===== config.mk =====
export PLATFORM = sky130hd
export DESIGN_NAME = vrc_dev_end_flat
export DESIGN_NICKNAME = d
export VERILOG_FILES = /design/src/hdl/vrc_pkg.sv /design/src/hdl/vrc_if.sv /design/src/hdl/vrc_prechg.sv /design/src/hdl/vrc_dev_end.sv /design/src/flat_wrapper.sv
export SDC_FILE = /design/constraint.sdc
export NUM_CORES = 1
export LEC_CHECK = 0
export BUFFER_PORTS_ARGS = -buffer_cell sky130_fd_sc_hd__buf_2
export CORE_MARGIN = 2
export CORE_UTILIZATION = 40
export DETAILED_ROUTE_END_ITERATION = 16
export PLACE_DENSITY = 0.64
export SETUP_SLACK_MARGIN = 0.1
export SYNTH_ARGS = -nofsm -noshare
export SYNTH_HDL_FRONTEND = slang
export SYNTH_SLANG_ARGS = --single-unit
export TNS_END_PERCENT = 1

===== constraint.sdc =====
create_clock -name i_clk -period 3.1 [get_ports i_clk]
set_input_delay 0.31 -clock i_clk [delete_from_list [all_inputs] [get_ports i_clk]]
set_output_delay 0.31 -clock i_clk [all_outputs]
set_load 0.02 [all_outputs]

===== src/hdl/vrc_pkg.sv =====
// Shared constants for the video RAM controller core and its host end
package vrc_pkg;
	// ------------------------------------------------------------
	// Widths
	// ------------------------------------------------------------
	localparam int CLK_NS = 10;
	localparam int ROW_W = 11;
	localparam int COL_W = 11;
	localparam int NBANK = 4;
	localparam int CFG_W = 10;
	localparam int CNT_W = 4;
	localparam int XCNT_W = 3;
	localparam int RTIM_W = 11;
	localparam int LEAD_W = 5;
	// ------------------------------------------------------------
	// Timing
	// ------------------------------------------------------------
	localparam logic [XCNT_W-1:0] XFER_EDGES = 3'h4;
	localparam logic [CNT_W-1:0] RAH_CYC = 4'h1;
	localparam logic [CNT_W-1:0] CAS_CYC = 4'h2;
	localparam int RAS_LOW_NS = 80;
	localparam logic [CNT_W-1:0] RAS_LOW_CYC =
		CNT_W'((RAS_LOW_NS + CLK_NS - 1) / CLK_NS);
	localparam int PRE_NS = 70;
	localparam logic [CNT_W-1:0] PRE_CYC =
		CNT_W'((PRE_NS + CLK_NS - 1) / CLK_NS);
	localparam int REF_PERIOD_NS = 15600;
	localparam logic [RTIM_W-1:0] REF_CYC =
		RTIM_W'(REF_PERIOD_NS / CLK_NS);
	localparam logic [LEAD_W-1:0] XFER_LEAD_CYC = 5'h10;
	localparam logic [CNT_W-1:0] CNT_ZERO = 4'h0;
	localparam logic [CNT_W-1:0] CNT_ONE = 4'h1;
	localparam logic [CNT_W-1:0] STAG_EXTRA = 4'h3;
	// ------------------------------------------------------------
	// Programming word bit positions (taken from the row inputs)
	// ------------------------------------------------------------
	localparam int PB_WAIT_MODE = 0;
	localparam int PB_WAIT_LSB = 1;
	localparam int PB_TOGGLE = 3;
	localparam int PB_REF_LSB = 4;
	localparam int PB_BANK_LSB = 6;
	localparam int PB_TRANSP = 8;
	localparam int PB_PIPE = 9;
	localparam logic [CFG_W-1:0] CFG_RESET = 10'h000;
	// ------------------------------------------------------------
	// Encodings
	// ------------------------------------------------------------
	localparam logic [1:0] REF_CONV = 2'h0;
	localparam logic [1:0] REF_STAG = 2'h1;
	localparam logic [1:0] REF_SCRUB = 2'h2;
	localparam logic [1:0] BANKS_1 = 2'h0;
	localparam logic [1:0] BANKS_2 = 2'h1;
	localparam logic [NBANK-1:0] ALL_BANKS = 4'hF;
	localparam logic [NBANK-1:0] SCRUB_CAS = 4'h1;
endpackage : vrc_pkg


===== src/hdl/vrc_if.sv =====
// Pin bundle between the host logic and the controller core
`timescale 1ns/1ns
`default_nettype none
interface vrc_if;
	logic mode_load_n, chip_select_n, addr_latch_en, address_strobe_in_n;
	logic access_request_a_n, access_request_b_n, lock_n;
	logic [10:0] row_addr, col_addr, mem_addr;
	logic bank_select_low, bank_select_high, column_increment_in;
	logic [1:0] column_enable_inputs_n;
	logic advance_transfer_request, shift_reg_load_in_n;
	logic refresh_disable_in, refresh_request_in, refresh_extend_in;
	logic wait_extend_in_n;
	logic [3:0] ras_n, cas_n;
	logic transfer_output_enable_n, refresh_pin_n, ack_wait_n;
	logic port_b_access_ack_n, port_b_grant;
	modport dev(
		input mode_load_n, chip_select_n, addr_latch_en, address_strobe_in_n,
		input access_request_a_n, access_request_b_n, lock_n, row_addr,
		input col_addr, bank_select_low, bank_select_high,
		input column_increment_in, column_enable_inputs_n,
		input advance_transfer_request, shift_reg_load_in_n,
		input refresh_disable_in, refresh_request_in, refresh_extend_in,
		input wait_extend_in_n,
		output mem_addr, ras_n, cas_n, transfer_output_enable_n,
		output refresh_pin_n, ack_wait_n, port_b_access_ack_n, port_b_grant
	);
	modport host(
		output mode_load_n, chip_select_n, addr_latch_en, address_strobe_in_n,
		output access_request_a_n, access_request_b_n, lock_n, row_addr,
		output col_addr, bank_select_low, bank_select_high,
		output column_increment_in, column_enable_inputs_n,
		output advance_transfer_request, shift_reg_load_in_n,
		output refresh_disable_in, refresh_request_in, refresh_extend_in,
		output wait_extend_in_n,
		input mem_addr, ras_n, cas_n, transfer_output_enable_n,
		input refresh_pin_n, ack_wait_n, port_b_access_ack_n, port_b_grant
	);
endinterface : vrc_if
`default_nettype wire


===== src/hdl/vrc_prechg.sv =====
// Per-bank row precharge counter
`timescale 1ns/1ns
`default_nettype none
module vrc_prechg (
	input wire logic i_clk,
	input wire logic i_resetn,
	input wire logic i_start,
	output logic o_busy
);
	import vrc_pkg::*;
	logic [CNT_W-1:0] cnt_ff;

	// Load on row strobe release, then count down to free
	always_ff @(posedge i_clk or negedge i_resetn) begin
		if (!i_resetn)
			cnt_ff <= CNT_ZERO;
		else if (i_start)
			cnt_ff <= PRE_CYC;
		else if (cnt_ff != CNT_ZERO)
			cnt_ff <= cnt_ff - CNT_ONE;
	end

	assign o_busy = cnt_ff != CNT_ZERO;
endmodule : vrc_prechg
`default_nettype wire


===== src/hdl/vrc_dev_end.sv =====
// Video RAM controller core: arbitration, strobes and address mux
`timescale 1ns/1ns
`default_nettype none
module vrc_dev_end (
	input wire logic i_clk,
	input wire logic i_resetn,
	vrc_if.dev bus,
	output logic o_programmed,
	output logic o_refresh_active
);
	import vrc_pkg::*;
	typedef enum logic [2:0] {ST_IDLE, ST_ACC, ST_RGNT, ST_REF, ST_XFER}
		vrc_dst_t;

	vrc_dst_t st_ff, nxt_st;
	logic [CNT_W-1:0] cnt_ff, nxt_cnt;
	logic [CFG_W-1:0] cfg_ff;
	logic column_enable_low_pair_prog_ff, prog_ff, ml_prev_ff, ads_prev_ff, refresh_request_in_prev_ff;
	logic pend_a_ff, access_request_a_seen_ff, owner_b_ff, ref_int_ff, ref_ext_ff;
	logic ref_act_ff, pin_ff, ackw_n_ff, port_b_access_ack_n_ff;
	logic [RTIM_W-1:0] rtim_ff;
	logic [ROW_W-1:0] row_a_ff, act_row_ff, ref_addr_ff, maddr_ff, addr;
	logic [COL_W-1:0] col_a_ff, act_col_ff;
	logic [1:0] bank_a_ff;
	logic [NBANK-1:0] mask_ff, ras_n_ff, cas_n_ff, pre_busy, stag_mask;
	logic [NBANK-1:0] ras_on, cas_on;
	logic [XCNT_W-1:0] xcnt_ff;

	// Strobe group for a bank code under the programmed bank count
	function automatic logic [NBANK-1:0] bank_mask(input logic [1:0] b,
			input logic [1:0] cfg);
		if (cfg == BANKS_1)
			bank_mask = ALL_BANKS;
		else if (cfg == BANKS_2)
			bank_mask = b[0] ? 4'hC : 4'h3;
		else
			bank_mask = 4'h1 << b;
	endfunction : bank_mask

	// ------------------------------------------------------------
	// Decode of programming word and pins
	// ------------------------------------------------------------
	wire ml_release = ~ml_prev_ff & bus.mode_load_n;
	wire wait_mode = cfg_ff[PB_WAIT_MODE];
	wire [1:0] wait_states = cfg_ff[PB_WAIT_LSB +: 2];
	wire toggle = cfg_ff[PB_TOGGLE];
	wire [1:0] ref_type = cfg_ff[PB_REF_LSB +: 2];
	wire [1:0] bank_cfg = cfg_ff[PB_BANK_LSB +: 2];
	wire transp = cfg_ff[PB_TRANSP];
	wire pipe = cfg_ff[PB_PIPE];
	wire refresh_in_progress_mode = ~column_enable_low_pair_prog_ff;
	wire [1:0] bus_bank = {bus.bank_select_high, bus.bank_select_low};
	wire [1:0] column_enable_inputs_on = ~bus.column_enable_inputs_n;
	wire column_enable_inputs_any = |column_enable_inputs_on;
	wire ads_fall = ~bus.address_strobe_in_n & ads_prev_ff;
	wire start_a = prog_ff & ~bus.chip_select_n &
		(bus.addr_latch_en | ads_fall);
	wire [ROW_W-1:0] row_a = transp ? bus.row_addr : row_a_ff;
	wire [COL_W-1:0] col_a = transp ? bus.col_addr : col_a_ff;
	wire [1:0] bank_a = transp ? bus_bank : bank_a_ff;

	// ------------------------------------------------------------
	// Arbitration
	// ------------------------------------------------------------
	wire [NBANK-1:0] mask_a = bank_mask(bank_a, bank_cfg);
	wire [NBANK-1:0] mask_b = bank_mask(bus_bank, bank_cfg);
	wire lock = ~bus.lock_n;
	// A bank still precharging simply is not eligible yet
	wire want_a = pend_a_ff & ~|(mask_a & pre_busy) &
		~(lock & owner_b_ff);
	wire want_b = ~bus.access_request_b_n & ~|(mask_b & pre_busy) &
		~(lock & ~owner_b_ff);
	wire pick_b = want_b & ~want_a;
	wire ref_pend = ref_int_ff | ref_ext_ff;
	wire in_acc = st_ff == ST_ACC;
	wire acc_a = in_acc & ~owner_b_ff;
	wire acc_end = owner_b_ff ? bus.access_request_b_n :
		(access_request_a_seen_ff & bus.access_request_a_n);
	wire ready = (cnt_ff >= {2'h0, wait_states}) & bus.wait_extend_in_n;
	wire xdone = xcnt_ff == XFER_EDGES;
	wire stag = ref_type == REF_STAG;
	wire [CNT_W-1:0] ref_len = stag ? RAS_LOW_CYC + STAG_EXTRA : RAS_LOW_CYC;
	wire ref_end = (cnt_ff >= ref_len) & ~bus.refresh_extend_in;
	wire grant_acc = (st_ff == ST_IDLE) & (nxt_st == ST_ACC);
	wire grant_a = grant_acc & ~pick_b;
	wire grant_ref = (st_ff == ST_IDLE) & (nxt_st == ST_RGNT);
	wire ref_tick = prog_ff & (rtim_ff == REF_CYC - 11'h001);

	// Transfer enable falls with the load pin, no clock in the path; it rises with the pin or at the fourth edge
	assign bus.transfer_output_enable_n = bus.shift_reg_load_in_n | xdone;

	// ------------------------------------------------------------
	// Sequencer
	// ------------------------------------------------------------
	// Next state; refresh outranks a waiting access, never a running one
	always_comb begin
		nxt_st = st_ff;
		nxt_cnt = (&cnt_ff) ? cnt_ff : cnt_ff + CNT_ONE;
		case (st_ff)
		ST_IDLE: begin
			nxt_cnt = CNT_ZERO;
			if (~bus.shift_reg_load_in_n & ~xdone)
				nxt_st = ST_XFER;
			else if (ref_pend)
				nxt_st = ST_RGNT;
			else if (~bus.advance_transfer_request & (want_a | want_b))
				nxt_st = ST_ACC;
		end
		ST_ACC: if (acc_end) nxt_st = ST_IDLE;
		ST_RGNT: begin
			nxt_cnt = CNT_ZERO;
			nxt_st = ST_REF;
		end
		ST_REF: if (ref_end) nxt_st = ST_IDLE;
		ST_XFER: if (bus.transfer_output_enable_n) nxt_st = ST_IDLE;
		default: nxt_st = ST_IDLE;
		endcase
	end

	// Strobe and address selection per state
	always_comb begin
		ras_on = '0;
		cas_on = '0;
		addr = act_row_ff;
		case (st_ff)
		ST_ACC: begin
			ras_on = mask_ff;
			if (cnt_ff >= RAH_CYC)
				addr = act_col_ff;
			if (cnt_ff >= CAS_CYC)
				cas_on = mask_ff &
					{column_enable_inputs_on[1], column_enable_inputs_on[1], column_enable_inputs_on[0], column_enable_inputs_on[0]};
			if (pipe & (cnt_ff > CAS_CYC))
				addr = row_a;
		end
		ST_REF: begin
			addr = ref_addr_ff;
			ras_on = stag ? stag_mask : ALL_BANKS;
			cas_on = (ref_type == REF_SCRUB) ? SCRUB_CAS : '0;
		end
		ST_XFER: begin
			ras_on = mask_ff;
			if (cnt_ff >= RAH_CYC) begin
				addr = act_col_ff;
				cas_on = mask_ff;
			end
		end
		default: addr = act_row_ff;
		endcase
	end

	// Stagger taps and per-bank precharge counters
	for (genvar i = 0; i < NBANK; i++) begin : g_bank
		assign stag_mask[i] = cnt_ff >= CNT_W'(i);
		vrc_prechg u_pre (
			.i_clk(i_clk),
			.i_resetn(i_resetn),
			.i_start(~ras_n_ff[i] & ~ras_on[i]),
			.o_busy(pre_busy[i])
		);
	end

	// ------------------------------------------------------------
	// Registers
	// ------------------------------------------------------------
	// Programming is taken on the release of mode load
	always_ff @(posedge i_clk or negedge i_resetn) begin
		if (!i_resetn) begin
			cfg_ff <= CFG_RESET;
			column_enable_low_pair_prog_ff <= 1'b1;
			prog_ff <= 1'b0;
			ml_prev_ff <= 1'b1;
		end else begin
			ml_prev_ff <= bus.mode_load_n;
			if (ml_release) begin
				cfg_ff <= bus.row_addr[CFG_W-1:0];
				column_enable_low_pair_prog_ff <= bus.column_enable_inputs_n[0];
				prog_ff <= 1'b1;
			end
		end
	end

	// State, counters and ownership
	always_ff @(posedge i_clk or negedge i_resetn) begin
		if (!i_resetn) begin
			st_ff <= ST_IDLE;
			cnt_ff <= CNT_ZERO;
			owner_b_ff <= 1'b0;
			xcnt_ff <= '0;
			access_request_a_seen_ff <= 1'b0;
		end else begin
			st_ff <= nxt_st;
			cnt_ff <= nxt_cnt;
			if (grant_acc)
				owner_b_ff <= pick_b;
			// Counts clock edges while the load pin is low; saturates so the end stays latched
			xcnt_ff <= bus.shift_reg_load_in_n ? '0 :
				(xdone ? xcnt_ff : xcnt_ff + 3'h1);
			access_request_a_seen_ff <= in_acc & (access_request_a_seen_ff | ~bus.access_request_a_n);
		end
	end

	// Address latches and the active row/column
	always_ff @(posedge i_clk or negedge i_resetn) begin
		if (!i_resetn) begin
			row_a_ff <= '0;
			col_a_ff <= '0;
			bank_a_ff <= 2'h0;
			act_row_ff <= '0;
			act_col_ff <= '0;
			mask_ff <= '0;
		end else begin
			if (start_a) begin
				row_a_ff <= bus.row_addr;
				col_a_ff <= bus.col_addr;
				bank_a_ff <= bus_bank;
			end
			if (grant_acc) begin
				act_row_ff <= pick_b ? bus.row_addr : row_a;
				act_col_ff <= pick_b ? bus.col_addr : col_a;
				mask_ff <= pick_b ? mask_b : mask_a;
			end else if (nxt_st == ST_XFER && st_ff == ST_IDLE) begin
				act_row_ff <= bus.row_addr;
				act_col_ff <= bus.col_addr;
				mask_ff <= mask_b;
			end else if (in_acc & bus.column_increment_in)
				act_col_ff <= act_col_ff + 11'h001;
		end
	end

	// Refresh requests; a new request wins over the grant clear
	always_ff @(posedge i_clk or negedge i_resetn) begin
		if (!i_resetn) begin
			rtim_ff <= '0;
			ref_int_ff <= 1'b0;
			ref_ext_ff <= 1'b0;
			refresh_request_in_prev_ff <= 1'b0;
			ref_addr_ff <= '0;
			pend_a_ff <= 1'b0;
			ads_prev_ff <= 1'b1;
		end else begin
			rtim_ff <= ref_tick ? '0 : rtim_ff + 11'h001;
			ref_int_ff <= (ref_tick | (ref_int_ff & ~grant_ref)) &
				~bus.refresh_disable_in;
			refresh_request_in_prev_ff <= bus.refresh_request_in;
			ref_ext_ff <= (bus.refresh_request_in & ~refresh_request_in_prev_ff) |
				(ref_ext_ff & ~grant_ref);
			if (st_ff == ST_REF && ref_end)
				ref_addr_ff <= ref_addr_ff + 11'h001;
			pend_a_ff <= start_a | (pend_a_ff & ~grant_a);
			ads_prev_ff <= bus.address_strobe_in_n;
		end
	end

	// Registered pins
	wire ack_now = acc_a & ready & (~toggle | column_enable_inputs_any);
	wire wait_now = start_a | pend_a_ff | (acc_a & ~ready) |
		(toggle & acc_a & ~column_enable_inputs_any);
	always_ff @(posedge i_clk or negedge i_resetn) begin
		if (!i_resetn) begin
			ras_n_ff <= ALL_BANKS;
			cas_n_ff <= ALL_BANKS;
			maddr_ff <= '0;
			pin_ff <= 1'b1;
			ackw_n_ff <= 1'b1;
			port_b_access_ack_n_ff <= 1'b1;
			ref_act_ff <= 1'b0;
		end else begin
			ras_n_ff <= ~ras_on;
			cas_n_ff <= ~cas_on;
			maddr_ff <= addr;
			pin_ff <= refresh_in_progress_mode ? ~(st_ff == ST_RGNT || st_ff == ST_REF) :
				~ref_int_ff;
			ackw_n_ff <= wait_mode ? ~wait_now : ~ack_now;
			port_b_access_ack_n_ff <= ~(in_acc & owner_b_ff & ~&ras_n_ff);
			ref_act_ff <= nxt_st == ST_REF;
		end
	end

	assign bus.ras_n = ras_n_ff;
	assign bus.cas_n = cas_n_ff;
	assign bus.mem_addr = maddr_ff;
	assign bus.refresh_pin_n = pin_ff;
	assign bus.ack_wait_n = ackw_n_ff;
	assign bus.port_b_access_ack_n = port_b_access_ack_n_ff;
	assign bus.port_b_grant = owner_b_ff;
	assign o_programmed = prog_ff;
	assign o_refresh_active = ref_act_ff;
endmodule : vrc_dev_end
`default_nettype wire


===== src/flat_wrapper.sv =====
// flat-port wrapper written by rule: the top's interface ports become plain ports
module vrc_dev_end_flat import vrc_pkg::*;
  (i_clk, i_resetn, o_programmed, o_refresh_active, bus_mode_load_n, bus_chip_select_n, bus_addr_latch_en, bus_address_strobe_in_n, bus_access_request_a_n, bus_access_request_b_n, bus_lock_n, bus_row_addr, bus_col_addr, bus_bank_select_low, bus_bank_select_high, bus_column_increment_in, bus_column_enable_inputs_n, bus_advance_transfer_request, bus_shift_reg_load_in_n, bus_refresh_disable_in, bus_refresh_request_in, bus_refresh_extend_in, bus_wait_extend_in_n, bus_mem_addr, bus_ras_n, bus_cas_n, bus_transfer_output_enable_n, bus_refresh_pin_n, bus_ack_wait_n, bus_port_b_access_ack_n, bus_port_b_grant);
  vrc_if bus_i ();
  input wire logic i_clk;
  input wire logic i_resetn;
  output logic o_programmed;
  output logic o_refresh_active;
  input wire logic [$bits(bus_i.mode_load_n)-1:0] bus_mode_load_n;
  input wire logic [$bits(bus_i.chip_select_n)-1:0] bus_chip_select_n;
  input wire logic [$bits(bus_i.addr_latch_en)-1:0] bus_addr_latch_en;
  input wire logic [$bits(bus_i.address_strobe_in_n)-1:0] bus_address_strobe_in_n;
  input wire logic [$bits(bus_i.access_request_a_n)-1:0] bus_access_request_a_n;
  input wire logic [$bits(bus_i.access_request_b_n)-1:0] bus_access_request_b_n;
  input wire logic [$bits(bus_i.lock_n)-1:0] bus_lock_n;
  input wire logic [$bits(bus_i.row_addr)-1:0] bus_row_addr;
  input wire logic [$bits(bus_i.col_addr)-1:0] bus_col_addr;
  input wire logic [$bits(bus_i.bank_select_low)-1:0] bus_bank_select_low;
  input wire logic [$bits(bus_i.bank_select_high)-1:0] bus_bank_select_high;
  input wire logic [$bits(bus_i.column_increment_in)-1:0] bus_column_increment_in;
  input wire logic [$bits(bus_i.column_enable_inputs_n)-1:0] bus_column_enable_inputs_n;
  input wire logic [$bits(bus_i.advance_transfer_request)-1:0] bus_advance_transfer_request;
  input wire logic [$bits(bus_i.shift_reg_load_in_n)-1:0] bus_shift_reg_load_in_n;
  input wire logic [$bits(bus_i.refresh_disable_in)-1:0] bus_refresh_disable_in;
  input wire logic [$bits(bus_i.refresh_request_in)-1:0] bus_refresh_request_in;
  input wire logic [$bits(bus_i.refresh_extend_in)-1:0] bus_refresh_extend_in;
  input wire logic [$bits(bus_i.wait_extend_in_n)-1:0] bus_wait_extend_in_n;
  output wire logic [$bits(bus_i.mem_addr)-1:0] bus_mem_addr;
  output wire logic [$bits(bus_i.ras_n)-1:0] bus_ras_n;
  output wire logic [$bits(bus_i.cas_n)-1:0] bus_cas_n;
  output wire logic [$bits(bus_i.transfer_output_enable_n)-1:0] bus_transfer_output_enable_n;
  output wire logic [$bits(bus_i.refresh_pin_n)-1:0] bus_refresh_pin_n;
  output wire logic [$bits(bus_i.ack_wait_n)-1:0] bus_ack_wait_n;
  output wire logic [$bits(bus_i.port_b_access_ack_n)-1:0] bus_port_b_access_ack_n;
  output wire logic [$bits(bus_i.port_b_grant)-1:0] bus_port_b_grant;
  assign bus_i.mode_load_n = bus_mode_load_n;
  assign bus_i.chip_select_n = bus_chip_select_n;
  assign bus_i.addr_latch_en = bus_addr_latch_en;
  assign bus_i.address_strobe_in_n = bus_address_strobe_in_n;
  assign bus_i.access_request_a_n = bus_access_request_a_n;
  assign bus_i.access_request_b_n = bus_access_request_b_n;
  assign bus_i.lock_n = bus_lock_n;
  assign bus_i.row_addr = bus_row_addr;
  assign bus_i.col_addr = bus_col_addr;
  assign bus_i.bank_select_low = bus_bank_select_low;
  assign bus_i.bank_select_high = bus_bank_select_high;
  assign bus_i.column_increment_in = bus_column_increment_in;
  assign bus_i.column_enable_inputs_n = bus_column_enable_inputs_n;
  assign bus_i.advance_transfer_request = bus_advance_transfer_request;
  assign bus_i.shift_reg_load_in_n = bus_shift_reg_load_in_n;
  assign bus_i.refresh_disable_in = bus_refresh_disable_in;
  assign bus_i.refresh_request_in = bus_refresh_request_in;
  assign bus_i.refresh_extend_in = bus_refresh_extend_in;
  assign bus_i.wait_extend_in_n = bus_wait_extend_in_n;
  assign bus_mem_addr = bus_i.mem_addr;
  assign bus_ras_n = bus_i.ras_n;
  assign bus_cas_n = bus_i.cas_n;
  assign bus_transfer_output_enable_n = bus_i.transfer_output_enable_n;
  assign bus_refresh_pin_n = bus_i.refresh_pin_n;
  assign bus_ack_wait_n = bus_i.ack_wait_n;
  assign bus_port_b_access_ack_n = bus_i.port_b_access_ack_n;
  assign bus_port_b_grant = bus_i.port_b_grant;
  vrc_dev_end u_core (.i_clk(i_clk), .i_resetn(i_resetn), .bus(bus_i), .o_programmed(o_programmed), .o_refresh_active(o_refresh_active));
endmodule

==> Word level (Yosys, flattened, before mapping) <==
Cells that the tools add are included.
{ "word_totals": {"regBits": 141, "input_bits": 42, "out_inout_bits": 26, "elab_cells": 236} }
{ "classes": {"n_addsub": 9, "order_cmp": 7, "eq_ne": 15, "shifts": 2, "muxes": 52, "bitwise": 93, "n_reduce_logical": 25} }
{ "ops": {"columns": ["op", "n"], "rows": [
  ["$mux 11", 12],
  ["$mux 4", 22],
  ["$and 1x1->1", 40],
  ["$not 1->1", 35],
  ["$add 11x1->11 const B", 3],
  ["$pmux 11 s3", 1],
  ["$mux 3", 8],
  ["$reduce_bool 4->1", 4],
  ["$sub 4x1->4 const B", 4],
  ["$pmux 3 s5", 1],
  ["$and 4x4->4", 3],
  ["$eq 3x2->1 const B", 4],
  ["$or 1x1->1", 12],
  ["$pmux 4 s3", 1],
  ["$eq 11x11->1 const B", 1],
  ["$reduce_bool 2->1", 5],
  ["$eq 3x3->1 const B", 3],
  ["$ge 4x1->1 const B", 2],
  ["$ge 4x2->1 const B", 2],
  ["$not 4->4", 2],
  ["$pmux 4 s2", 1],
  ["$reduce_and 4->1", 2],
  ["$reduce_or 4->1", 2],
  ["$shl 1x2->4 const A", 2],
  ["other kinds (19)", 31]
]} }

==> Depth between registers and ports, before layout <==
Gate-level depths: netlist of run 1.
{ "logic_depth": {"ltp_word": 21, "ltp_mapped": 11, "ltp_nobuf": 10} }

==> Cells and area by module <==
Synthesis of run 1 repeated with hierarchy kept, for this count alone.
{ "hier_totals": {"cells_unflattened": 715, "area_unflattened_um2": 7470.9} }
{ "by_module_without_submodules": {"columns": ["mod", "n_inst", "cells_each", "area_each_um2", "seq_area_each_um2"], "rows": [
  ["vrc_dev_end", 1, 619, 6434.9, 3145.5],
  ["vrc_prechg", 4, 24, 259.0, 100.1]
]} }

==> Worst setup path before layout of run 1 <==
OpenSTA, ideal clock, no wires.
{ "synth_timing": {"path_type": "reg-to-reg", "from": "register u_core.g_bank[2].u_pre.cnt_ff[0]", "to": "register u_core.act_row_ff[0]", "setup_ns": 0.118, "arrival_time_ns": 2.260, "required_ns": 2.982, "slack_ns": 0.721, "stages_incl_launch_ff": 12, "n_path_buf": 2, "period_less_slack_ns": 2.379, "cell_sequence": "dfrtp_1 -> inv_1 -> ha_1 -> inv_1 -> nor3_1 -> o221a_4 -> nand4_1 -> nor2_1 -> clkbuf_1 -> nor2_1 -> buf_2 -> a21o_1"} }
{ "synth_between": {"elab_chain_cells": 15, "word_cells_on_any_way": 26, "classes_between": "2 x eq/ne; 6 x mux; 11 x bitwise; 7 x reduce/logical"} }
{ "synth_rtl": {"columns": ["element", "line", "rtl"], "rows": [
  ["start, declared", "vrc_prechg.sv:11", "logic [CNT_W-1:0] cnt_ff;"],
  ["start signal, assigned", "vrc_prechg.sv:20", "cnt_ff <= cnt_ff - CNT_ONE;"],
  ["$reduce_bool 4->1 *", "vrc_prechg.sv:23", "assign o_busy = cnt_ff != CNT_ZERO;"],
  ["$and 4x4->4, on equally long branches", "vrc_dev_end.sv:69, vrc_dev_end.sv:71", null],
  ["$reduce_or 4->1, on equally long branches", "vrc_dev_end.sv:69, vrc_dev_end.sv:71", null],
  ["$logic_not 1->1, on equally long branches", "vrc_dev_end.sv:69, vrc_dev_end.sv:71", null],
  ["$and 1x1->1, on equally long branches (2 in series)", "vrc_dev_end.sv:69, vrc_dev_end.sv:71", null],
  ["$or 1x1->1", "vrc_dev_end.sv:106", "else if (~bus.advance_transfer_request & (want_a | want_b))"],
  ["$and 1x1->1", "vrc_dev_end.sv:106", null],
  ["$mux 3", "vrc_dev_end.sv:106", null],
  ["$mux 3", "vrc_dev_end.sv:104", "else if (ref_pend)"],
  ["$mux 3", "vrc_dev_end.sv:102", "if (~bus.shift_reg_load_in_n & ~xdone)"],
  ["$pmux 3 s5", "vrc_dev_end.sv:99", "case (st_ff)"],
  ["$eq 3x1->1 / $eq 3x3->1 (equally long branches)", "vrc_dev_end.sv:84, vrc_dev_end.sv:222", null],
  ["$and 1x1->1 / $logic_and 1x1->1 (equally long branches)", "vrc_dev_end.sv:84, vrc_dev_end.sv:222", null],
  ["$mux 11 / $reduce_bool 2->1 (equally long branches)", null, null],
  ["end signal, assigned", "vrc_dev_end.sv:219", "act_row_ff <= pick_b ? bus.row_addr : row_a;"],
  ["end signal, assigned", "vrc_dev_end.sv:223", "act_row_ff <= bus.row_addr;"],
  ["end, declared", "vrc_dev_end.sv:22", "logic [ROW_W-1:0] row_a_ff, act_row_ff, ref_addr_ff, maddr_ff, addr;"]
]} }
Every way passes the cells marked *; elsewhere a longest branch is shown, timed or not.
A chain may end at the register's enable or synchronous reset.

==> Final worst setup path of run 1 <==
{ "layout_timing": {"from": "register u_core.g_bank[3].u_pre.cnt_ff[0]", "to": "register u_core.act_col_ff[2]"} }
{ "layout_between": {"elab_chain_cells": 16, "word_cells_on_any_way": 27, "classes_between": "2 x eq/ne; 7 x mux; 11 x bitwise; 7 x reduce/logical"} }
{ "layout_rtl": {"columns": ["element", "line", "rtl"], "rows": [
  ["start, declared", "vrc_prechg.sv:11", null],
  ["start signal, assigned", "vrc_prechg.sv:20", null],
  ["$reduce_bool 4->1 *", "vrc_prechg.sv:23", null],
  ["$and 4x4->4, on equally long branches", "vrc_dev_end.sv:69, vrc_dev_end.sv:71", null],
  ["$reduce_or 4->1, on equally long branches", "vrc_dev_end.sv:69, vrc_dev_end.sv:71", null],
  ["$logic_not 1->1, on equally long branches", "vrc_dev_end.sv:69, vrc_dev_end.sv:71", null],
  ["$and 1x1->1, on equally long branches (2 in series)", "vrc_dev_end.sv:69, vrc_dev_end.sv:71", null],
  ["$or 1x1->1", "vrc_dev_end.sv:106", null],
  ["$and 1x1->1", "vrc_dev_end.sv:106", null],
  ["$mux 3", "vrc_dev_end.sv:106", null],
  ["$mux 3", "vrc_dev_end.sv:104", null],
  ["$mux 3", "vrc_dev_end.sv:102", null],
  ["$pmux 3 s5", "vrc_dev_end.sv:99", null],
  ["$eq 3x3->1", "vrc_dev_end.sv:222", "end else if (nxt_st == ST_XFER && st_ff == ST_IDLE) begin"],
  ["$logic_and 1x1->1", "vrc_dev_end.sv:222", null],
  ["$mux 11", "vrc_dev_end.sv:222", null],
  ["$mux 11", "vrc_dev_end.sv:218", "if (grant_acc) begin"],
  ["end signal, assigned", "vrc_dev_end.sv:220", "act_col_ff <= pick_b ? bus.col_addr : col_a;"],
  ["end signal, assigned", "vrc_dev_end.sv:224", "act_col_ff <= bus.col_addr;"],
  ["end signal, assigned", "vrc_dev_end.sv:227", "act_col_ff <= act_col_ff + 11'h001;"],
  ["end, declared", "vrc_dev_end.sv:23", "logic [COL_W-1:0] col_a_ff, act_col_ff;"]
]} }
Marked as above.

==> summary.json, run 1 <==
{
  "start_util": 0.408,
  "fin_total_pwr_w": 0.00720,
  "placementRows": 48,
  "syn_avg_cell_area_sq_um": 10.5,
  "dr_total_vias": 5537,
  "min_path_type": "input pin to flip-flop",
  "yosysUniqueCellTypes": 62,
  "nFillCells": 1602,
  "final_period_minus_worst_setup_slack_ps": 2800,
  "met3WireLength_um": 925,
  "cts_htree_levels": 4,
  "worst_hold_path.num_cells": 2,
  "signed_area_change_from_the_synthesized_netlist_to_the_final_layout_pct": 18.4,
  "worst-endpoint-arrival_ps": 3100,
  "rr_endpoint": "u_core.act_col_ff[2]$_DFFE_PN0P_",
  "route.met2.wl_um": 8490,
  "netlist_area_before_placement_sq_mm": 0.00706,
  "post_drt_wl_per_cell_um": 18.1,
  "layout.nets": 818,
  "boundaryPins": 68,
  "finalWirelength_um": 18000,
  "synth-edff-count": 0,
  "die-width_um": 137,
  "fmaxAchievable_mhz": 357,
  "synthesis.yosys.warnings": 0,
  "detail_route.vias_per_cell": 5.56,
  "first_global_vias": 5665,
  "vdd_drop_max_mv": 0.456,
  "holdPathEnd": "u_core.ref_int_ff$_DFF_PN0_",
  "worstSetupEndpointType": "flip-flop",
  "synth_ff_type": "sky130_fd_sc_hd__dfrtp_1",
  "fp.dieArea_sq_mm": 0.0187,
  "cts_buffers": 17,
  "worst-endpoint-required_ps": 3400,
  "setup_repair_after_global_routing_missed_its_margin": "no",
  "yosys_register_bits": 141,
  "placeableCoreArea_sq_mm": 0.0173,
  "cts_root_buffer": "sky130_fd_sc_hd__clkbuf_16",
  "drive_gt1_frac": 0.233,
  "r2r_start": "u_core.g_bank[3].u_pre.cnt_ff[0]$_DFFE_PN0P_",
  "clock_skew_ps": 7.31,
  "worstMarginPinSlew_ps": 955,
  "grt_antenna_before_repair": 0,
  "synth_async_sr_flop_share": 1.00,
  "worstSkewPairLatency_ps": 420,
  "synthesis.instances": 673,
  "die_y_um": 137,
  "r2r_slack_ps": 300,
  "timing.final.crit_share": 0.904,
  "report.final.setup_viol": 0,
  "run_status": "finished clean",
  "cts.sink_count": 141,
  "synthesis.nets": 732,
  "drt-pass1-iter-count": 4,
  "drc": 0,
  "combined_global_route_utilization_of_all_metal_layers": 0.206,
  "final_slew_viol_count": 0,
  "grt_pass1_wl_um": 29500,
  "clkSlewWorstSetupHoldPaths_ps": 60,
  "power.leakage_nw": 3.82,
  "yosysSeqAreaShare": 0.502,
  "cts-root-to-sink-buffers": 2,
  "met1_length_um": 8300,
  "cts_tree": "done",
  "hpwl_um": 13000,
  "hold_viol": 0,
  "dr.max_layer_used": "met4",
  "antenna-diode-count": 0,
  "drt_first_iter_violations": 386,
  "cap_viol_max_count": 0,
  "setup_tns_ps": 0,
  "power.density_mw_per_mm2": 862,
  "buffer_ports.inserted": 67,
  "worstSetupStartpointType": "flip-flop",
  "grt_max_degree": 89,
  "r2r_cells": 9,
  "max-slew-margin-rel": 0.358,
  "finalWeightedCongestion": 0.851,
  "grt_remaining_overflow": 0,
  "hold_path.startpoint": "bus_refresh_disable_in",
  "timing_worst_setup_path_type": "flip-flop to flip-flop",
  "critical_path_peak_fanout": 9,
  "drtAntennaViolNets": 0
}
## logic make-up (layout without fill, tap and decap cells)
family | after synthesis | after routing | synth area share
multiplexers | 47 | 47 | 0.0725
XOR/XNOR | 33 | 33 | 0.0410
flip-flops | 141 | 141 | 0.502
AND/OR/NAND/NOR | 223 | 223 | 0.163
AO/OA/AOI/OAI | 153 | 153 | 0.156
adder cells (fa/ha/maj) | 17 | 17 | 0.0301
buffers and inverters | 59 | 157 | 0.0347
## routing by layer
| metal | global-route usage | up-vias |
|---|---|---|
| met5 | 0 | - |
| met4 | 0.0693 | 0 |
| met3 | 0.0474 | 20 |
| met2 | 0.330 | 136 |
| met1 | 0.277 | 2788 |
| li1 | - | 2593 |
## repair_timing
item                                    in CTS  in global routing
resized for setup                            1                  1
hold buffers                                 3                  1
endpoints found under the setup margin       1                  1
pin swaps                                    0                  0
endpoints found under the hold margin       10                  1
buffers inserted                             0                  0
## metrics by stage
step	std cells	hold WS [ps]	util	worst slack (ps)	cell area [sq um]
after floorplan	673	14.4	-	721	7060
after global placement	961	417	0.447	230	7730
after detailed placement	961	424	0.447	63.3	7730
after CTS	995	0.966	0.482	344	8340
after global routing	996	43.3	0.483	130	8360
final	996	57.9	0.483	296	8360
## where the power goes
part           switching, W  internal (W)  total, W
sequential         0.000458       0.00237   0.00282
combinational       0.00133       0.00106   0.00239
clock              0.000773       0.00122   0.00199
total               0.00256       0.00465   0.00720
## state kept, by name, summed over array words and instances, names as in the netlist, 10 cells and up
signal and cells:
u_core.g_bank.u_pre.cnt_ff 16, u_core.ref_addr_ff 11, u_core.bus.mem_addr 11, u_core.act_col_ff 11, u_core.row_a_ff 11, u_core.col_a_ff 11
u_core.cfg_ff 10, u_core.rtim_ff 11, u_core.act_row_ff 11
## layout make-up
cell class	instances	area, sq um	share of cell area
clock buffer	21	460	0.0551
timing repair buffer	92	552	0.0660
clock inverter	10	118	0.0141
sequential	141	3550	0.424
inverter	34	128	0.0153
multi-input combinational	473	3270	0.392
tap	225	282	0.0337
## how the worst max path moves through the flow
stage                                                 start                                 to  slack (ps)  cells past startpoint
2_1_floorplan  u_core.g_bank[2].u_pre.cnt_ff[0]$_DFFE_PN0P_   u_core.act_row_ff[0]$_DFFE_PN0P_         720                     11
5_1_grt        u_core.g_bank[3].u_pre.cnt_ff[0]$_DFFE_PN0P_   u_core.act_col_ff[2]$_DFFE_PN0P_         130                      9
3_3_place_gp   u_core.g_bank[3].u_pre.cnt_ff[0]$_DFFE_PN0P_  u_core.act_col_ff[10]$_DFFE_PN0P_         230                      9
3_5_place_dp   u_core.g_bank[0].u_pre.cnt_ff[0]$_DFFE_PN0P_  u_core.act_col_ff[10]$_DFFE_PN0P_          60                     10
4_1_cts        u_core.g_bank[3].u_pre.cnt_ff[0]$_DFFE_PN0P_   u_core.act_col_ff[2]$_DFFE_PN0P_         340                      9
6_report       u_core.g_bank[3].u_pre.cnt_ff[0]$_DFFE_PN0P_   u_core.act_col_ff[2]$_DFFE_PN0P_         300                      9
## worst max-delay path, cell delays in order (launching register included)
cell and delay, ps:
sky130_fd_sc_hd__dfrtp_1 400, sky130_fd_sc_hd__inv_1 70, sky130_fd_sc_hd__ha_1 190, sky130_fd_sc_hd__or3b_1 450, sky130_fd_sc_hd__o221ai_1 120, sky130_fd_sc_hd__o221ai_1 190, sky130_fd_sc_hd__o21ai_1 320, sky130_fd_sc_hd__o21a_1 500
sky130_fd_sc_hd__a31oi_1 160, sky130_fd_sc_hd__a211o_1 280
## Yosys cell counts (3+ instances only)
library cell	instances	area, sq um
sky130_fd_sc_hd__o22ai_1	9	56.3
sky130_fd_sc_hd__xor2_1	18	158
sky130_fd_sc_hd__a221o_1	10	100
sky130_fd_sc_hd__or2_2	7	43.8
sky130_fd_sc_hd__mux2i_1	14	140
sky130_fd_sc_hd__and2_1	3	18.8
sky130_fd_sc_hd__and3_1	11	68.8
sky130_fd_sc_hd__o2bb2ai_1	8	70.1
sky130_fd_sc_hd__nand2_1	53	199
sky130_fd_sc_hd__o21ai_0	29	145
sky130_fd_sc_hd__nand2b_1	12	75.1
sky130_fd_sc_hd__dfrtp_1	127	3180
sky130_fd_sc_hd__xnor2_1	15	131
sky130_fd_sc_hd__o31ai_1	3	22.5
sky130_fd_sc_hd__inv_1	34	128
sky130_fd_sc_hd__a211oi_1	5	37.5
sky130_fd_sc_hd__a21o_1	14	105
sky130_fd_sc_hd__clkbuf_1	16	60.1
sky130_fd_sc_hd__nor2_1	44	165
sky130_fd_sc_hd__or3b_1	3	26.3
sky130_fd_sc_hd__or3_1	8	50.1
sky130_fd_sc_hd__ha_1	17	213
sky130_fd_sc_hd__nor2b_1	9	56.3
sky130_fd_sc_hd__nor3_1	22	110
sky130_fd_sc_hd__a211o_1	8	70.1
sky130_fd_sc_hd__nand3_1	22	110
sky130_fd_sc_hd__nand4_1	9	56.3
sky130_fd_sc_hd__a31oi_1	4	25.0
sky130_fd_sc_hd__nor3b_1	8	60.1
sky130_fd_sc_hd__buf_2	4	20.0
sky130_fd_sc_hd__nand3b_1	3	22.5
sky130_fd_sc_hd__mux2_2	33	372
sky130_fd_sc_hd__dfstp_2	14	368
sky130_fd_sc_hd__a22o_1	11	96.3
sky130_fd_sc_hd__a21oi_1	25	125
sky130_fd_sc_hd__o21ai_1	3	15.0
## cells in the final DEF, fill, tap and decap left out, types with 5 or more instances in the layout
cell / instances
sky130_fd_sc_hd__a211o_1: 8
sky130_fd_sc_hd__a211oi_1: 5
sky130_fd_sc_hd__a21o_1: 14
sky130_fd_sc_hd__a21oi_1: 25
sky130_fd_sc_hd__a221o_1: 10
sky130_fd_sc_hd__a22o_1: 11
sky130_fd_sc_hd__and3_1: 11
sky130_fd_sc_hd__buf_2: 66
sky130_fd_sc_hd__buf_4: 20
sky130_fd_sc_hd__clkbuf_16: 17
sky130_fd_sc_hd__dfrtp_1: 127
sky130_fd_sc_hd__dfstp_2: 14
sky130_fd_sc_hd__ha_1: 17
sky130_fd_sc_hd__inv_1: 34
sky130_fd_sc_hd__mux2_2: 33
sky130_fd_sc_hd__mux2i_1: 14
sky130_fd_sc_hd__nand2_1: 53
sky130_fd_sc_hd__nand2b_1: 12
sky130_fd_sc_hd__nand3_1: 22
sky130_fd_sc_hd__nand4_1: 9
sky130_fd_sc_hd__nor2_1: 43
sky130_fd_sc_hd__nor2b_1: 9
sky130_fd_sc_hd__nor3_1: 22
sky130_fd_sc_hd__nor3b_1: 8
sky130_fd_sc_hd__o21ai_0: 29
sky130_fd_sc_hd__o22ai_1: 9
sky130_fd_sc_hd__o2bb2ai_1: 8
sky130_fd_sc_hd__or2_2: 7
sky130_fd_sc_hd__or3_1: 8
sky130_fd_sc_hd__xnor2_1: 15
sky130_fd_sc_hd__xor2_1: 18
Power figures use the tool's default switching activity.
==> run 2, diff against run 1 <==
CELL_PAD_IN_SITES_DETAIL_PLACEMENT = 2   (was not set)
CELL_PAD_IN_SITES_GLOBAL_PLACEMENT = 2   (was not set)
CORE_UTILIZATION = 39   (was 40)
PLACE_DENSITY = 0.86   (was 0.64)
SETUP_SLACK_MARGIN = 0.15   (was 0.1)
==> run 2 against run 1 <==
  * Via count increased by 3.3%
  * Die area increased by 2.5%
  * Clock skew increased by 3.9 ps
  * Flip-flop and latch count unchanged
  * Cell count unchanged
  * Critical path depth increased by 1
  * Clock power increased by 12%
  * Critical path type unchanged
  * Register-to-register slack got worse by 80 ps
  * Sequential share of layout area decreased by 0.15 points
  * Highest routed layer unchanged
  * Global-route usage increased by 4.6 points
==> summary.json, run 2 (synthesis results as in run 1) <==
{
  "run_status": "finished clean",
  "finalWirelength_um": 23400,
  "drive_gt1_frac": 0.232,
  "setup_repair_after_global_routing_missed_its_margin": "yes",
  "nFillCells": 1834,
  "drc": 0,
  "drt-pass1-iter-count": 4,
  "start_util": 0.396,
  "critPathLaunch": "u_core.g_bank[3].u_pre.cnt_ff[0]$_DFFE_PN0P_",
  "combined_global_route_utilization_of_all_metal_layers": 0.253,
  "dr_total_vias": 5722,
  "utilization": 0.470,
  "most-common-layout-cells": "sky130_fd_sc_hd__dfrtp_1 (127), sky130_fd_sc_hd__buf_2 (66), sky130_fd_sc_hd__nand2_1 (53)",
  "grt_pass1_wl_um": 37900,
  "final_period_minus_worst_setup_slack_ps": 2880,
  "timing_worst_setup_path_type": "flip-flop to flip-flop",
  "cts_htree_levels": 4,
  "cts_tree": "done",
  "finalWeightedCongestion": 0.841,
  "cts.sink_count": 141,
  "largest_register": "u_core.g_bank.u_pre.cnt_ff",
  "layout.nets": 813,
  "critical_path_peak_fanout": 35,
  "cts_root_buffer": "sky130_fd_sc_hd__clkbuf_16",
  "rr_endpoint": "u_core.act_col_ff[2]$_DFFE_PN0P_",
  "worstMarginPinSlew_ps": 850,
  "hold_viol": 0,
  "worstSkewPairLatency_ps": 430,
  "first_global_vias": 6567,
  "worst-endpoint-arrival_ps": 3190,
  "placedCellCount": 960,
  "boundaryPins": 68,
  "timing.final.crit_share": 0.929,
  "grt_max_degree": 81,
  "drt_first_iter_violations": 289,
  "power.density_mw_per_mm2": 911,
  "worst-endpoint-required_ps": 3410,
  "flip_flop_count_of_the_largest_register_after_layout": 16,
  "max-slew-margin-rel": 0.434,
  "fp.dieArea_sq_mm": 0.0192,
  "r2r_start": "u_core.g_bank[3].u_pre.cnt_ff[0]$_DFFE_PN0P_",
  "cts-root-to-sink-buffers": 2,
  "fmaxAchievable_mhz": 347,
  "die_y_um": 139,
  "cap_viol_max_count": 0,
  "grt_antenna_before_repair": 0,
  "report.final.setup_viol": 0,
  "antenna-diode-count": 0,
  "power.leakage_nw": 3.83,
  "fin_total_pwr_w": 0.00764,
  "drtAntennaViolNets": 0,
  "post_drt_wl_per_cell_um": 23.5,
  "register_area_sq_mm": 0.00355,
  "buffer_ports.inserted": 67,
  "cts_buffers": 17,
  "clock_skew_ps": 11.2,
  "die-width_um": 139,
  "multiInputGateArea_sq_mm": 0.00329,
  "hpwl_um": 15900,
  "final_slew_viol_count": 0,
  "post_cts_buffers": 0,
  "detail_route.vias_per_cell": 5.74,
  "vdd_drop_max_mv": 0.466,
  "clkSlewWorstSetupHoldPaths_ps": 60,
  "worstSetupEndpointType": "flip-flop",
  "smallest_hold_slack_ps": 29.2,
  "signed_area_change_from_the_synthesized_netlist_to_the_final_layout_pct": 18.8,
  "timing.critical_path.to": "u_core.act_col_ff[2]$_DFFE_PN0P_",
  "placeableCoreArea_sq_mm": 0.0178,
  "most_frequent_standard_cell_in_the_layout_excluding_fill_and_tap_cells": "sky130_fd_sc_hd__dfrtp_1",
  "setup_tns_ps": 0,
  "r2r_slack_ps": 220,
  "min_path_type": "input pin to flip-flop",
  "placementRows": 49,
  "final-instance-count-excl-fill": 996,
  "r2r_cells": 10,
  "worstSetupStartpointType": "flip-flop",
  "grt_remaining_overflow": 0
}
## run 2: changes by cell type in the layout (fill, tap and decap cells not counted), moves of 2 or more
cell	delta
sky130_fd_sc_hd__bufinv_16	+2
sky130_fd_sc_hd__buf_4	-4
sky130_fd_sc_hd__clkinv_4	+4
sky130_fd_sc_hd__clkbuf_1	-2
sky130_fd_sc_hd__clkinvlp_4	-2
sky130_fd_sc_hd__clkbuf_8	-2
sky130_fd_sc_hd__clkinv_2	-2
## run 2: report_power, final
group	total [W]	leakage [nW]	switching (W)	internal (W)
Combinational	0.00254	1.82	0.00149	0.00105
Sequential	0.00288	1.70	0.000513	0.00236
Clock	0.00222	0.304	0.000862	0.00136
## run 2: through the flow
stage	worst slack [ps]	cell area, sq um
finish	220	8390
global route	105	8390
CTS	157	8360
detailed placement	244	7690
global placement	416	7690
floorplan	721	7060
## run 2: layer usage
metal  global-route usage  vias up  share of wire
li1                     -     2579              -
met4               0.0757        0          0.023
met3               0.0468       33          0.028
met5                    0        -              0
met1                0.314     3004           0.43
met2                0.448      106           0.52
## run 2: worst max-delay path: stages (launching register included)
cell and delay, ps:
sky130_fd_sc_hd__dfrtp_1 400, sky130_fd_sc_hd__inv_1 80, sky130_fd_sc_hd__ha_1 210, sky130_fd_sc_hd__or3b_1 480
sky130_fd_sc_hd__o221ai_1 130, sky130_fd_sc_hd__o221ai_1 220, sky130_fd_sc_hd__o21ai_1 340, sky130_fd_sc_hd__o21ai_4 90
sky130_fd_sc_hd__buf_4 280, sky130_fd_sc_hd__and3_1 230, sky130_fd_sc_hd__a211o_1 290
## run 2: worst min path at each step
stage / from / endpoint / slack, ps / cells after the start
floorplan: i_resetn / u_core.access_request_a_seen_ff$_DFF_PN0_ / 10 / 0
global placement: i_resetn / u_core.rtim_ff[6]$_DFF_PN0_ / 400 / 1
detailed placement: i_resetn / u_core.rtim_ff[6]$_DFF_PN0_ / 420 / 1
CTS: bus_refresh_request_in / u_core.refresh_request_in_prev_ff$_DFF_PN0_ / 0.2 / 1
global route: bus_refresh_disable_in / u_core.ref_int_ff$_DFF_PN0_ / 20 / 2
finish: bus_refresh_disable_in / u_core.ref_int_ff$_DFF_PN0_ / 30 / 2
## run 2: final cells by class
cell class	count	area share
Tap cell	229	0.0342
Sequential cell	141	0.423
Clock buffer	17	0.0507
Clock inverter	15	0.0252
Inverter	34	0.0152
Multi-Input combinational cell	473	0.392
Timing Repair Buffer	87	0.0598
## run 2: timing repair
| item | 4_1_cts | 5_1_grt |
|---|---|---|
| endpoints found under the hold margin | 71 | 1 |
| resized for setup | 0 | 4 |
| endpoints found under the setup margin | 0 | 25 |
| hold buffers | 3 | 1 |
